File: src/rtl/ccpu_map.svh
// Register offsets, field positions, reset values and capture prescaler match values of the capture/compare/PWM unit
`ifndef CCPU_MAP_SVH
`define CCPU_MAP_SVH
`define CCPU_ADDR_W          3
`define CCPU_OFF_CTRL        3'h0
`define CCPU_OFF_CMPL        3'h1
`define CCPU_OFF_CMPH        3'h2
`define CCPU_OFF_STATUS      3'h3
`define CCPU_OFF_PERIOD      3'h4
`define CCPU_OFF_PTCTRL      3'h5
`define CCPU_OFF_PTCOUNT     3'h6
`define CCPU_CTRL_MODE_LSB   0
`define CCPU_CTRL_DUTY_LSB   4
`define CCPU_CTRL_MASK       8'h3F
`define CCPU_RST_BYTE        8'h00
`define CCPU_RST_PERIOD      8'hFF
`define CCPU_ST_FLAG_BIT     0
`define CCPU_ST_PIN_BIT      1
`define CCPU_ST_OWN_BIT      2
`define CCPU_PT_RUN_BIT      2
`define CCPU_PRE_DIV4        4'h3
`define CCPU_PRE_DIV16       4'hF
`endif

File: src/rtl/ccpu_pkg.sv
// Types shared by the capture/compare/PWM unit
package ccpu_pkg;
    typedef enum logic [1:0] {
        CCPU_KIND_OFF,
        CCPU_KIND_CAPTURE,
        CCPU_KIND_COMPARE,
        CCPU_KIND_PWM
    } ccpu_kind_t;
endpackage

File: src/rtl/ccpu_pin_sync.sv
// Three-stage pin synchroniser with agreement filter and edge pulses
module ccpu_pin_sync (
    input  wire logic clk_i,
    input  wire logic resetn_i,
    input  wire logic pin_i,
    output logic      level_o,
    output logic      rise_o,
    output logic      fall_o
);
    logic s1_q;
    logic s2_q;
    logic s3_q;

    always_ff @(posedge clk_i) begin
        if (!resetn_i) begin
            s1_q <= 1'b0;
            s2_q <= 1'b0;
            s3_q <= 1'b0;
        end else begin
            s1_q <= pin_i;
            s2_q <= s1_q;
            s3_q <= s2_q;
        end
    end

    // Level moves only once stages two and three agree
    always_ff @(posedge clk_i) begin
        if (!resetn_i) begin
            level_o <= 1'b0;
        end else if (s2_q == s3_q) begin
            level_o <= s3_q;
        end
    end

    assign rise_o = (s2_q == s3_q) && s3_q && !level_o;
    assign fall_o = (s2_q == s3_q) && !s3_q && level_o;
endmodule

File: src/rtl/ccpu_period_timer.sv
// Eight-bit period timer with prescaler and ten-bit PWM time base
module ccpu_period_timer (
    input  wire logic       clk_i,
    input  wire logic       resetn_i,
    input  wire logic       run_i,
    input  wire logic [1:0] prescale_i,
    input  wire logic [7:0] period_i,
    output logic [7:0]      count_o,
    output logic [9:0]      base_o,
    output logic            wrap_o
);
    logic [5:0] pre_q;
    logic [1:0] phase_q;
    logic       step;
    logic [1:0] low_bits;

    // Instruction-rate phase: four system clocks per timer increment when prescale_i is zero
    always_ff @(posedge clk_i) begin
        if (!resetn_i || !run_i) begin
            phase_q <= 2'h0;
        end else begin
            phase_q <= phase_q + 2'h1;
        end
    end

    always_comb begin
        step = 1'b0;
        low_bits = phase_q;
        case (prescale_i)
            2'h0: begin
                step = (phase_q == 2'h3);
                low_bits = phase_q;
            end
            2'h1: begin
                step = (phase_q == 2'h3) && (pre_q[1:0] == 2'h3);
                low_bits = pre_q[1:0];
            end
            default: begin
                step = (phase_q == 2'h3) && (pre_q[3:0] == 4'hF);
                low_bits = pre_q[3:2];
            end
        endcase
    end

    always_ff @(posedge clk_i) begin
        if (!resetn_i || !run_i) begin
            pre_q <= 6'h00;
        end else if (phase_q == 2'h3) begin
            pre_q <= step ? 6'h00 : pre_q + 6'h01;
        end
    end

    // Clears on the increment after count equals period
    always_ff @(posedge clk_i) begin
        if (!resetn_i) begin
            count_o <= 8'h00;
        end else if (run_i && step) begin
            count_o <= (count_o == period_i) ? 8'h00 : count_o + 8'h01;
        end
    end

    assign wrap_o = run_i && step && (count_o == period_i);
    // Count extended by clock phase or prescaler bits
    assign base_o = {count_o, low_bits};
endmodule

File: src/rtl/ccpu_top.sv
// Capture/compare/PWM unit: registers, capture, compare, special trigger and PWM output
// How it works
// - Capture copies wide timer, sets flag
// - Mode field selects off, capture, compare, PWM
// - Capture keeps working while timer clock runs
// - Stopped timer holds count, resumes later
// - Compare register equality against wide timer
// - Match does pin action and sets flag
// - Clearing control forces compare latch low
// - Interrupt-only mode leaves pin to port
// - Special trigger resets timer, starts conversion
// - Trigger now, timer clear next tick
// - Special trigger never sets overflow flag
// - Compare change before reset cancels it
// - Compare needs system clock, not sleep
// - PWM waveform with ten-bit duty
// - Time base is count plus two bits
// - PWM makes high compare byte read-only
// - Clearing control in PWM releases pin
// - Period timer limit sets PWM period
// - Period wrap clears, sets pin unless duty is zero, loads duty
// - Pin drops when base equals duty
//
// Strobed register access and the register offsets were chosen for this implementation.
`include "ccpu_map.svh"
module ccpu_top
    import ccpu_pkg::*;
#(
    parameter int ADDR_W = `CCPU_ADDR_W
) (
    input  wire logic              clk_i,
    input  wire logic              resetn_i,
    input  wire logic [ADDR_W-1:0] addr_i,
    input  wire logic [7:0]        wdata_i,
    input  wire logic              wr_i,
    input  wire logic              rd_i,
    output logic [7:0]             rdata_o,
    input  wire logic              pin_i,
    output logic                   pin_o,
    output logic                   pin_oe_n_o,
    input  wire logic [15:0]       wide_timer_count_i,
    input  wire logic              wide_timer_tick_i,
    output logic                   wide_timer_clear_o,
    output logic                   conv_start_o,
    output logic                   unit_interrupt_flag_o
);
    logic [3:0] unit_mode_field_q;
    logic [1:0] duty_low_bits_q;
    logic [7:0] compare_value_low_q;
    logic [7:0] compare_value_high_q;
    logic [7:0] period_limit_q;
    logic [2:0] period_timer_control_q;
    logic       flag_q;
    logic       latch_q;
    logic       own_q;
    logic [1:0] duty_buf_low_q;
    logic [3:0] presc_q;
    logic       reset_pend_q;
    logic       pwm_high_q;
    ccpu_kind_t kind;
    logic       pin_level;
    logic       pin_rise;
    logic       pin_fall;
    logic       cap_event;
    logic       match;
    logic       match_now;
    logic       match_q;
    logic       flag_clr;
    logic [7:0] pt_count;
    logic [9:0] pt_base;
    logic       pt_wrap;
    logic       wr_ctrl;
    logic       wr_cmpl;
    logic       wr_cmph;
    logic [15:0] cmp_word;
    logic       wr_status;
    logic       wr_period;
    logic       wr_ptctrl;
    logic [9:0] duty_word;
    logic [7:0] rd_word;

    assign wr_ctrl = wr_i && (addr_i == `CCPU_OFF_CTRL);
    assign wr_cmpl = wr_i && (addr_i == `CCPU_OFF_CMPL);
    assign wr_cmph = wr_i && (addr_i == `CCPU_OFF_CMPH);
    assign wr_status = wr_i && (addr_i == `CCPU_OFF_STATUS);
    assign wr_period = wr_i && (addr_i == `CCPU_OFF_PERIOD);
    assign wr_ptctrl = wr_i && (addr_i == `CCPU_OFF_PTCTRL);
    assign cmp_word = {compare_value_high_q, compare_value_low_q};
    assign duty_word = {compare_value_high_q, duty_buf_low_q};

    // Mode decode
    always_comb begin
        case (unit_mode_field_q[3:2])
            2'b00: kind = (unit_mode_field_q == 4'h2) ? CCPU_KIND_COMPARE : CCPU_KIND_OFF;
            2'b01: kind = CCPU_KIND_CAPTURE;
            2'b10: kind = CCPU_KIND_COMPARE;
            2'b11: kind = CCPU_KIND_PWM;
            default: kind = CCPU_KIND_OFF;
        endcase
    end

    ccpu_pin_sync u_sync (
        .clk_i    (clk_i),
        .resetn_i (resetn_i),
        .pin_i    (pin_i),
        .level_o  (pin_level),
        .rise_o   (pin_rise),
        .fall_o   (pin_fall)
    );

    ccpu_period_timer u_ptimer (
        .clk_i      (clk_i),
        .resetn_i   (resetn_i),
        .run_i      (period_timer_control_q[`CCPU_PT_RUN_BIT]),
        .prescale_i (period_timer_control_q[1:0]),
        .period_i   (period_limit_q),
        .count_o    (pt_count),
        .base_o     (pt_base),
        .wrap_o     (pt_wrap)
    );

    // Control register, writes land on the next edge
    always_ff @(posedge clk_i) begin
        if (!resetn_i) begin
            unit_mode_field_q <= 4'h0;
            duty_low_bits_q   <= 2'h0;
        end else if (wr_ctrl) begin
            unit_mode_field_q <= wdata_i[3:0];
            duty_low_bits_q   <= wdata_i[5:4];
        end
    end

    // Period limit sets the PWM period
    always_ff @(posedge clk_i) begin
        if (!resetn_i) begin
            period_limit_q <= `CCPU_RST_PERIOD;
        end else if (wr_period) begin
            period_limit_q <= wdata_i;
        end
    end

    always_ff @(posedge clk_i) begin
        if (!resetn_i) begin
            period_timer_control_q <= 3'h0;
        end else if (wr_ptctrl) begin
            period_timer_control_q <= wdata_i[2:0];
        end
    end

    // Capture prescaler, cleared when off or not capturing
    always_ff @(posedge clk_i) begin
        if (!resetn_i || kind != CCPU_KIND_CAPTURE) begin
            presc_q <= 4'h0;
        end else if (pin_rise && unit_mode_field_q[1]) begin
            presc_q <= presc_q + 4'h1;
        end
    end

    always_comb begin
        cap_event = 1'b0;
        case (unit_mode_field_q[1:0])
            2'h0: cap_event = pin_fall;
            2'h1: cap_event = pin_rise;
            2'h2: cap_event = pin_rise && (presc_q[1:0] == 2'(`CCPU_PRE_DIV4));
            2'h3: cap_event = pin_rise && (presc_q == `CCPU_PRE_DIV16);
            default: cap_event = 1'b0;
        endcase
        if (kind != CCPU_KIND_CAPTURE) begin
            cap_event = 1'b0;
        end
    end

    // Live timer value; capture needs only that count be presented
    always_ff @(posedge clk_i) begin
        if (!resetn_i) begin
            compare_value_low_q <= 8'h00;
        end else if (cap_event) begin
            compare_value_low_q <= wide_timer_count_i[7:0];
        end else if (wr_cmpl) begin
            compare_value_low_q <= wdata_i;
        end
    end

    // High byte: capture, software, or PWM duty buffer
    always_ff @(posedge clk_i) begin
        if (!resetn_i) begin
            compare_value_high_q <= 8'h00;
            duty_buf_low_q       <= 2'h0;
        end else if (cap_event) begin
            compare_value_high_q <= wide_timer_count_i[15:8];
        end else if (kind == CCPU_KIND_PWM) begin
            if (pt_wrap) begin
                compare_value_high_q <= compare_value_low_q;
                duty_buf_low_q       <= duty_low_bits_q;
            end
        end else if (wr_cmph) begin
            compare_value_high_q <= wdata_i;
        end
    end

    // Equality on system clock only; sleep stops it
    assign match_now = (kind == CCPU_KIND_COMPARE) && (cmp_word == wide_timer_count_i);
    always_ff @(posedge clk_i) begin
        if (!resetn_i) begin
            match_q <= 1'b0;
        end else begin
            match_q <= match_now;
        end
    end
    assign match = match_now && !match_q;

    // Special trigger pulses on the match
    always_ff @(posedge clk_i) begin
        if (!resetn_i) begin
            conv_start_o <= 1'b0;
        end else begin
            conv_start_o <= match && (unit_mode_field_q == 4'hB);
        end
    end

    // Timer clear waits for the next timer tick, cancelled by compare writes
    always_ff @(posedge clk_i) begin
        if (!resetn_i || unit_mode_field_q != 4'hB) begin
            reset_pend_q       <= 1'b0;
            wide_timer_clear_o <= 1'b0;
        end else begin
            wide_timer_clear_o <= 1'b0;
            if (wr_cmpl || wr_cmph) begin
                reset_pend_q <= 1'b0;
            end else if (match) begin
                reset_pend_q <= 1'b1;
            end else if (reset_pend_q && wide_timer_tick_i) begin
                reset_pend_q       <= 1'b0;
                wide_timer_clear_o <= 1'b1; // Separate from overflow flag
            end
        end
    end

    // Flag is write-one-to-clear; set wins
    assign flag_clr = wr_status && wdata_i[`CCPU_ST_FLAG_BIT];
    always_ff @(posedge clk_i) begin
        if (!resetn_i) begin
            flag_q <= 1'b0;
        end else if (cap_event || match) begin
            flag_q <= 1'b1;
        end else if (flag_clr) begin
            flag_q <= 1'b0;
        end
    end

    // Compare output latch
    always_ff @(posedge clk_i) begin
        if (!resetn_i) begin
            latch_q <= 1'b0;
        end else if (wr_ctrl) begin
            if (wdata_i[3:0] == 4'h0) begin
                latch_q <= 1'b0;
            end else if (wdata_i[3:0] == 4'h8) begin
                latch_q <= 1'b0;
            end else if (wdata_i[3:0] == 4'h9) begin
                latch_q <= 1'b1;
            end
        end else if (match) begin
            case (unit_mode_field_q)
                4'h2: latch_q <= !latch_q;
                4'h8: latch_q <= 1'b1;
                4'h9: latch_q <= 1'b0;
                default: latch_q <= latch_q;
            endcase
        end
    end

    // PWM high phase from wrap to duty match
    always_ff @(posedge clk_i) begin
        if (!resetn_i || kind != CCPU_KIND_PWM) begin
            pwm_high_q <= 1'b0;
        end else if (pt_wrap) begin
            pwm_high_q <= ({compare_value_low_q, duty_low_bits_q} != 10'h000);
        end else if (pt_base == duty_word) begin
            pwm_high_q <= 1'b0;
        end
    end

    // Pin ownership: none when off, interrupt-only, trigger or capture
    always_ff @(posedge clk_i) begin
        if (!resetn_i) begin
            own_q <= 1'b0;
        end else begin
            own_q <= (kind == CCPU_KIND_PWM) ||
                     (kind == CCPU_KIND_COMPARE && unit_mode_field_q[3:1] != 3'b101);
        end
    end

    // Low from the first step at which the base reaches the duty
    always_ff @(posedge clk_i) begin
        if (!resetn_i) begin
            pin_o <= 1'b0;
        end else if (kind == CCPU_KIND_PWM) begin
            pin_o <= pwm_high_q && (pt_base != duty_word);
        end else begin
            pin_o <= latch_q;
        end
    end

    always_ff @(posedge clk_i) begin
        if (!resetn_i) begin
            pin_oe_n_o <= 1'b1;
        end else begin
            pin_oe_n_o <= !own_q;
        end
    end

    always_ff @(posedge clk_i) begin
        if (!resetn_i) begin
            unit_interrupt_flag_o <= 1'b0;
        end else begin
            unit_interrupt_flag_o <= flag_q;
        end
    end

    // Read selection by address
    always_comb begin
        case (addr_i)
            `CCPU_OFF_CTRL:    rd_word = {2'b00, duty_low_bits_q, unit_mode_field_q};
            `CCPU_OFF_CMPL:    rd_word = compare_value_low_q;
            `CCPU_OFF_CMPH:    rd_word = compare_value_high_q;
            `CCPU_OFF_STATUS:  rd_word = {5'h00, own_q, pin_level, flag_q};
            `CCPU_OFF_PERIOD:  rd_word = period_limit_q;
            `CCPU_OFF_PTCTRL:  rd_word = {5'h00, period_timer_control_q};
            `CCPU_OFF_PTCOUNT: rd_word = pt_count;
            default:           rd_word = `CCPU_RST_BYTE;
        endcase
    end

    // Read data one cycle after the strobe, zero otherwise
    always_ff @(posedge clk_i) begin
        if (!resetn_i || !rd_i) begin
            rdata_o <= `CCPU_RST_BYTE;
        end else begin
            rdata_o <= rd_word;
        end
    end
endmodule

File: config.mk
export PLATFORM = sky130hd
export DESIGN_NAME = ccpu_top
export DESIGN_NICKNAME = d
export VERILOG_FILES = /design/src/rtl/ccpu_pkg.sv /design/src/rtl/ccpu_pin_sync.sv /design/src/rtl/ccpu_period_timer.sv /design/src/rtl/ccpu_top.sv
export VERILOG_INCLUDE_DIRS = /design/src /design/src/rtl
export SDC_FILE = /design/constraint.sdc
export NUM_CORES = 1
export LEC_CHECK = 0
export BUFFER_PORTS_ARGS = -buffer_cell sky130_fd_sc_hd__buf_2
export CAP_MARGIN = 25
export CORE_UTILIZATION = 63
export CTS_CLUSTER_DIAMETER = 50
export DETAILED_ROUTE_END_ITERATION = 8
export PLACE_DENSITY = 0.85
export REMOVE_ABC_BUFFERS = 1
export SYNTH_ARGS = -nofsm -noshare
export SYNTH_HDL_FRONTEND = slang
export SYNTH_HIERARCHICAL = 1
export SYNTH_SLANG_ARGS = --single-unit
File: constraint.sdc
create_clock -name clk_i -period 7.3 [get_ports clk_i]
set_clock_uncertainty 0.2 [all_clocks]
set_input_delay 0.73 -clock clk_i [delete_from_list [all_inputs] [get_ports clk_i]]
set_output_delay 0.73 -clock clk_i [all_outputs]
set_load 0.02 [all_outputs]
==> results of run 1 <==
==> logic make-up (layout without fill, tap and decap cells) <==
logic type | after synthesis | after routing
simple gates | 208 | 208
xor+xnor | 40 | 40
flops | 76 | 76
buf+inv | 35 | 65
mux | 32 | 32
fa+ha+maj | 6 | 6
compound gates | 80 | 80
==> per-layer routing <==
metal,part of all wire [%],up-vias
met5,0,-
met4,3.0,0
met3,9.0,30
met2,45,211
met1,43,1771
li1,-,1733
==> worst max-delay path, delay by kind of cell, from the launching register on <==
kind                     cells  cell delay (ns)
adder cells (fa/ha/maj)      1             0.22
AO/OA/AOI/OAI                4             0.81
flip-flops                   1             0.41
AND/OR/NAND/NOR              4             1.05
==> worst paths after layout <==
path              slack, ns  depth (start not counted)                            from                              endpoint
setup / recovery       4.50                          9  u_ptimer/pre_q[0]$_SDFFE_PP0N_  compare_value_high_q[4]$_SDFFE_PN0P_
hold / removal         0.25                          1              match_q$_SDFF_PN0_               conv_start_o$_SDFF_PN0_
setup reg to reg       4.50                          9  u_ptimer/pre_q[0]$_SDFFE_PP0N_  compare_value_high_q[4]$_SDFFE_PN0P_
hold reg to reg        0.25                          1              match_q$_SDFF_PN0_               conv_start_o$_SDFF_PN0_
==> cell type report <==
cell class	count	area, µm²
multi-input combinational	366	2410
fill	469	1790
sequential	76	1520
timing repair buffer	45	225
clock inverter	6	159
clock buffer	10	128
tap	77	96.3
inverter	4	15.0
==> placed cells by master (no fill, tap or decap), types with 2 or more instances in the layout <==
master      n
a211oi_1    9
clkbuf_8    9
nor2_1     41
a31oi_1     7
bufinv_16   5
a21bo_4     2
and3_1     10
buf_2      45
mux2i_1    26
xnor2_1    23
o21ai_0    14
inv_1       4
dfxtp_1    76
nor3_1      6
a21oi_1    17
xor2_1     17
nor2b_1    14
or3_1       3
or4_1       5
or2_2       2
ha_1        6
nor4_1      5
o32ai_1     6
and2_1      8
nor3b_1     2
nand2_1    62
mux2_2      2
o21a_1      6
nand3_1    31
o22ai_1     2
o31ai_1     3
nand4_1    10
mux4_2      4
a22oi_1     6
==> state kept, by name, indices dropped and copies added (netlist names), 3 cells and up <==
name,cells
period_timer_control_q,3
u_ptimer/count_o,8
unit_mode_field_q,4
compare_value_high_q,8
u_ptimer/pre_q,4
presc_q,4
compare_value_low_q,8
period_limit_q,8
rdata_o,8
==> through the flow <==
step	total power [W]	hold WS [ns]	worst slack [ns]	cell area, µm²	cells
6_report	0.000964	0.248	4.50	4560	584
5_1_grt	0.000990	0.264	4.41	4560	584
4_1_cts	0.000963	0.250	4.60	4560	584
3_5_place_dp	0.000513	0.228	4.62	4270	568
3_3_place_gp	0.000510	0.222	4.75	4270	568
2_1_floorplan	0.000478	0.158	5.07	3950	446
==> synthesized netlist by cell type (all sizes together) <==
cell type  instances
a211oi             9
a21bo              3
a21boi             1
a21oi             17
a22oi              6
a31oi              7
and2               8
and3              10
buf               19
clkbuf            12
dfxtp             76
ha                 6
inv                4
mux2               2
mux2i             26
mux4               4
nand2             64
nand2b             1
nand3             31
nand4             11
nand4bb            1
nor2              42
nor2b             15
nor3               6
nor3b              2
nor4               5
nor4b              1
o2111a             1
o211ai             1
o21a               6
o21ai             15
o21bai             1
o22ai              2
o311ai             1
o31ai              4
o32ai              6
or2                3
or3                3
or4                5
xnor2             23
xor2              17
==> power by group <==
part | switching [W] | internal, W
clock network | 0.000160 | 0.000298
logic | 0.0000443 | 0.0000307
registers | 0.0000100 | 0.000421
==> metrics.yaml, run 1 <==
status: "complete, no violations"
synth_top_area_share_pct: 36.8
hold_buffers: 0
arrival_ns: 2.85
layout_worst_path_cycle_share_pct: 38.3
drt_iter0_markers: 379
syn_inst: 477
wl_um: 10600
setup-tns-final_ns: 0
antennaDiodeCount: 0
root_buffer: "clkbuf_8"
routedWlPerCell_um: 18.2
rows: 29
synthMuxAreaShare_pct: 9.02
cp_cell_sequence: "ha_1 -> o21bai_4 -> nand4_4 -> nor3_1 -> and3_1 -> a31oi_1 -> o21ai_2 -> nand2_4 -> o32ai_1"
cts_tree: "done"
die_y_um: 83.0
critPathMaxStageDelay_ns: 0.41
antenna_found_initial: 0
synthAdderAreaFrac_pct: 1.82
synth_top_family_by_area: "simple AND/OR/NAND/NOR gates"
fmax_mhz: 358
die_x_um: 83.0
synth_area_mm2: 0.00413
overflow: 0
synth_compound_area_share_pct: 13.9
gp_congestion: 0.934
max-slew-margin-rel_pct: 50.4
cts_resized: 0
cp_max_fo: 14
busiest_layer: "met2"
clk_pin_slew_worst_paths_ns: 0.08
syn_area_per_cell_um2: 8.67
post_cts_buffers: 0
insertion_delay_ns: 0.36
ant_nets: 0
yosys_warnings: 6
min_period_ns: 2.80
clkSinkCount: 76
synth_top_cell_by_area: "dfxtp_1"
crit_path_end_kind: "register"
area_growth_pct: 10.3
power_density_mw_per_mm2: 211
viasPerCell: 6.41
synth_simple_gate_area_share_pct: 25.2
final-hold-violation-count: 0
ys_top_cells_by_area: "dfxtp_1 (37%), mux2i_1 (6.3%), nand2_1 (5.6%)"
ios: 46
drv_cap: 0
utilization_pct: 71.8
grt_setup_unrepaired: "false"
numCtsBuffers: 9
setup_viol: 0
use_met3_pct: 6.56
ys_ff_latch: 76
fin_nets: 541
start_kind: "register"
peakVddDrop_v: 0.000132
grt_usage_pct: 31.0
synth_xor_area_share_pct: 8.47
first_global_vias: 3464
cellLeakagePower_nw: 1.80
dp_hpwl_um: 7330
min_path_type: "register to register"
grt_pass1_wl_um: 16900
drt_first_pass_iters: 5
worstMarginPinSlew_ns: 0.737
grt_util_met1_pct: 42.2
core_mm2: 0.00635
synth_seq_area_share_pct: 36.8
ys_types: 53
htreeDepth: 3
drive_above_1_share_pct: 16.2
met2_usage_pct: 47.6
crit_type: "register to register"
vias: 3745
fp.dieArea_mm2: 0.00689
crit_required_ns: 7.35
start_util_pct: 65.1
maxSlewViolCount: 0
cts_buffer_depth: 2
grt_max_degree: 35
drcViolationCount: 0
crit_path_top_delay_cell: "dfxtp_1"
portBuffers: 45
No activity file was read; power rests on OpenSTA's default activity.
==> run 2, diff against run 1 <==
CORE_UTILIZATION = 53   (was 63)
PLACE_DENSITY = 0.76   (was 0.85)
clock period = 2.3 ns   (was 7.3 ns; I/O delays follow)
==> run 2 against run 1 <==
Against the previous run: sequential power grew to 3.2 times the previous value; register-to-register slack got worse by 4.4 ns; clock power increased to 2.6 times the previous value; combinational power grew to 3.7 times the previous value; utilization is 5.5 points lower; count of clock-buffer cells in the layout rose by 3; design area up 7.8%; cell count grew 11%; largest cell class unchanged.
==> metrics.yaml, run 2 (synthesis gave the netlist of run 1 again) <==
hold_path_end: "compare_value_high_q[0]$_SDFFE_PN0P_"
clk_pin_slew_worst_paths_ns: 0.08  # about the same
routedWlPerCell_um: 17.3  # -5.1%
dr_wl_met2_um: 5010  # +4.0%
fp.dieArea_mm2: 0.00816  # +18%
fmax_mhz: 453  # +27%
crit_path_end_kind: "register"
drv_cap: 0  # unchanged
ios: 46  # unchanged
antennaDiodeCount: 0  # unchanged
vias: 3827  # +2.2%
cp_max_fo: 8  # -6
power_density_mw_per_mm2: 575  # +170%
htreeDepth: 3  # unchanged
cellLeakagePower_nw: 1.99  # +11%
arrival_ns: 2.27  # -0.58 ns
met3_length_um: 958  # -0.10%
fin_nets: 582  # +7.6%
grt_pass1_wl_um: 18200  # +7.2%
drcViolationCount: 0  # unchanged
area_growth_pct: 18.9
start_util_pct: 55.8  # -9.3 points
clkSinkCount: 76  # unchanged
post_cts_buffers: 0  # unchanged
min_path_type: "input port to register"
insertion_delay_ns: 0.36  # about the same
ff2ff_setup_slack_ns: 0.09  # -4.41 ns
dp_hpwl_um: 7830  # +6.8%
max-slew-margin-rel_pct: 50.6  # +0.24 points
finalInstanceArea_mm2: 0.00491  # +7.8%
wl_um: 11200  # +5.1%
drt_first_pass_iters: 5  # unchanged
mostFrequentLayoutCells: "dfxtp_1 (74), nand2_1 (62), buf_2 (45)"
timing.rr.start: "u_ptimer/pre_q[0]$_SDFFE_PP0N_"
layout_worst_path_cycle_share_pct: 95.9  # +58 points
status: "complete, no violations"
grt_max_degree: 34  # -2.9%
antenna_found_initial: 0  # unchanged
cp_cell_sequence: "ha_1 -> o21bai_4 -> nand4_4 -> nor3_4 -> and3_1 -> a31oi_1 -> o21ai_2 -> nand2_4 -> o32ai_1"
maxSlewViolCount: 0  # unchanged
critPathMaxStageDelay_ns: 0.38  # -0.03 ns
core_mm2: 0.00741  # +17%
die_y_um: 90.3  # +8.8%
crit_type: "register to register"
grt_usage_pct: 28.5  # -2.5 points
reg2reg_to: "compare_value_high_q[5]$_SDFFE_PN0P_"
first_global_vias: 3670  # +5.9%
grt_setup_unrepaired: "false"
whs_ns: 0.0137  # -0.234 ns
placedInstanceArea_mm2: 0.00449  # +5.0%
numCtsBuffers: 9  # unchanged
die_x_um: 90.3  # +8.8%
wl_met1_um: 4870  # +7.6%
drt_iter0_markers: 378  # -0.26%
holdCritStartpoint: "wide_timer_count_i[8]"
hold_depth: 3  # +2
worstMarginPinSlew_ns: 0.740  # +0.00238 ns
portBuffers: 45  # unchanged
cts_buffer_depth: 2  # unchanged
cts_tree: "done"
rr_worst_depth: 9  # unchanged
start_kind: "register"
overflow: 0  # unchanged
gp_congestion: 0.897  # -4.0%
peakVddDrop_v: 0.000398  # +200%
crit_path_top_delay_cell: "dfxtp_2"
setup_viol: 0  # unchanged
rows: 31  # +6.9%
dr.max_layer_used: "met4"
root_buffer: "clkbuf_8"
drive_above_1_share_pct: 20.4  # +4.3 points
viasPerCell: 5.91  # -7.8%
final-hold-violation-count: 0  # unchanged
setup-tns-final_ns: 0  # unchanged
ant_nets: 0  # unchanged
layout_commonest_cell: "dfxtp_1"
min_period_ns: 2.21  # -0.590 ns
crit_required_ns: 2.37  # -4.98 ns
[run 2: layout make-up]
class	instances	area [µm²]
clock buffers	13	169
repair buffers	85	563
well taps	99	124
clock inverters	3	67.6
fillers	627	2490
inverters	4	15.0
multi-input cells	367	2450
flip-flops and latches	76	1520
[run 2: layer usage]
metal	up-vias	track usage, %
met2	204	43.8
met1	1779	39.4
li1	1813	-
met4	0	11.6
met3	31	5.13
met5	-	0
[run 2: stage by stage]
stage / setup slack [ns] / cells / power, W / util [%]
3_3_place_gp: 0.175 / 615 / 0.00164 / 60.6
5_1_grt: 0.000300 / 647 / 0.00294 / 66.3
3_5_place_dp: 0.0984 / 615 / 0.00164 / 60.6
4_1_cts: 0.0414 / 646 / 0.00283 / 65.8
2_1_floorplan: 0.0691 / 446 / 0.00152 / -
6_report: 0.0944 / 647 / 0.00283 / 66.3
[run 2: worst max-delay path: cells and delay by family (launching register included)]
| kind | cells | cell delay, ns |
|---|---|---|
| flops | 1 | 0.38 |
| compound gates | 4 | 0.62 |
| simple gates | 4 | 0.73 |
| fa+ha+maj | 1 | 0.18 |
[run 2: worst max-delay path by stage]
stage | slack, ns | endpoint | from | cells after the start
floorplan | 0.07 | compare_value_high_q[0]$_SDFFE_PN0P_ | u_ptimer/pre_q[0]$_SDFFE_PP0N_ | 9
global placement | 0.17 | compare_value_high_q[2]$_SDFFE_PN0P_ | u_ptimer/pre_q[0]$_SDFFE_PP0N_ | 9
detailed placement | 0.1 | compare_value_high_q[2]$_SDFFE_PN0P_ | u_ptimer/pre_q[0]$_SDFFE_PP0N_ | 9
CTS | 0.04 | compare_value_high_q[5]$_SDFFE_PN0P_ | u_ptimer/pre_q[0]$_SDFFE_PP0N_ | 9
global route | 0.0003 | compare_value_high_q[2]$_SDFFE_PN0P_ | u_ptimer/pre_q[0]$_SDFFE_PP0N_ | 9
finish | 0.09 | compare_value_high_q[5]$_SDFFE_PN0P_ | u_ptimer/pre_q[0]$_SDFFE_PP0N_ | 9
[run 2: where the power goes]
group	total (W)	switching [W]	internal [W]
Combinational	0.000276	0.000152	0.000124
Clock	0.00119	0.000487	0.000701
Sequential	0.00136	0.0000269	0.00134
[run 2: what timing repair did]
action / 4_1_cts / 5_1_grt
endpoints found under the setup margin: 0 / 12
resized for setup: 0 / 7
endpoints found under the hold margin: 18 / 0
hold buffers: 15 / 0
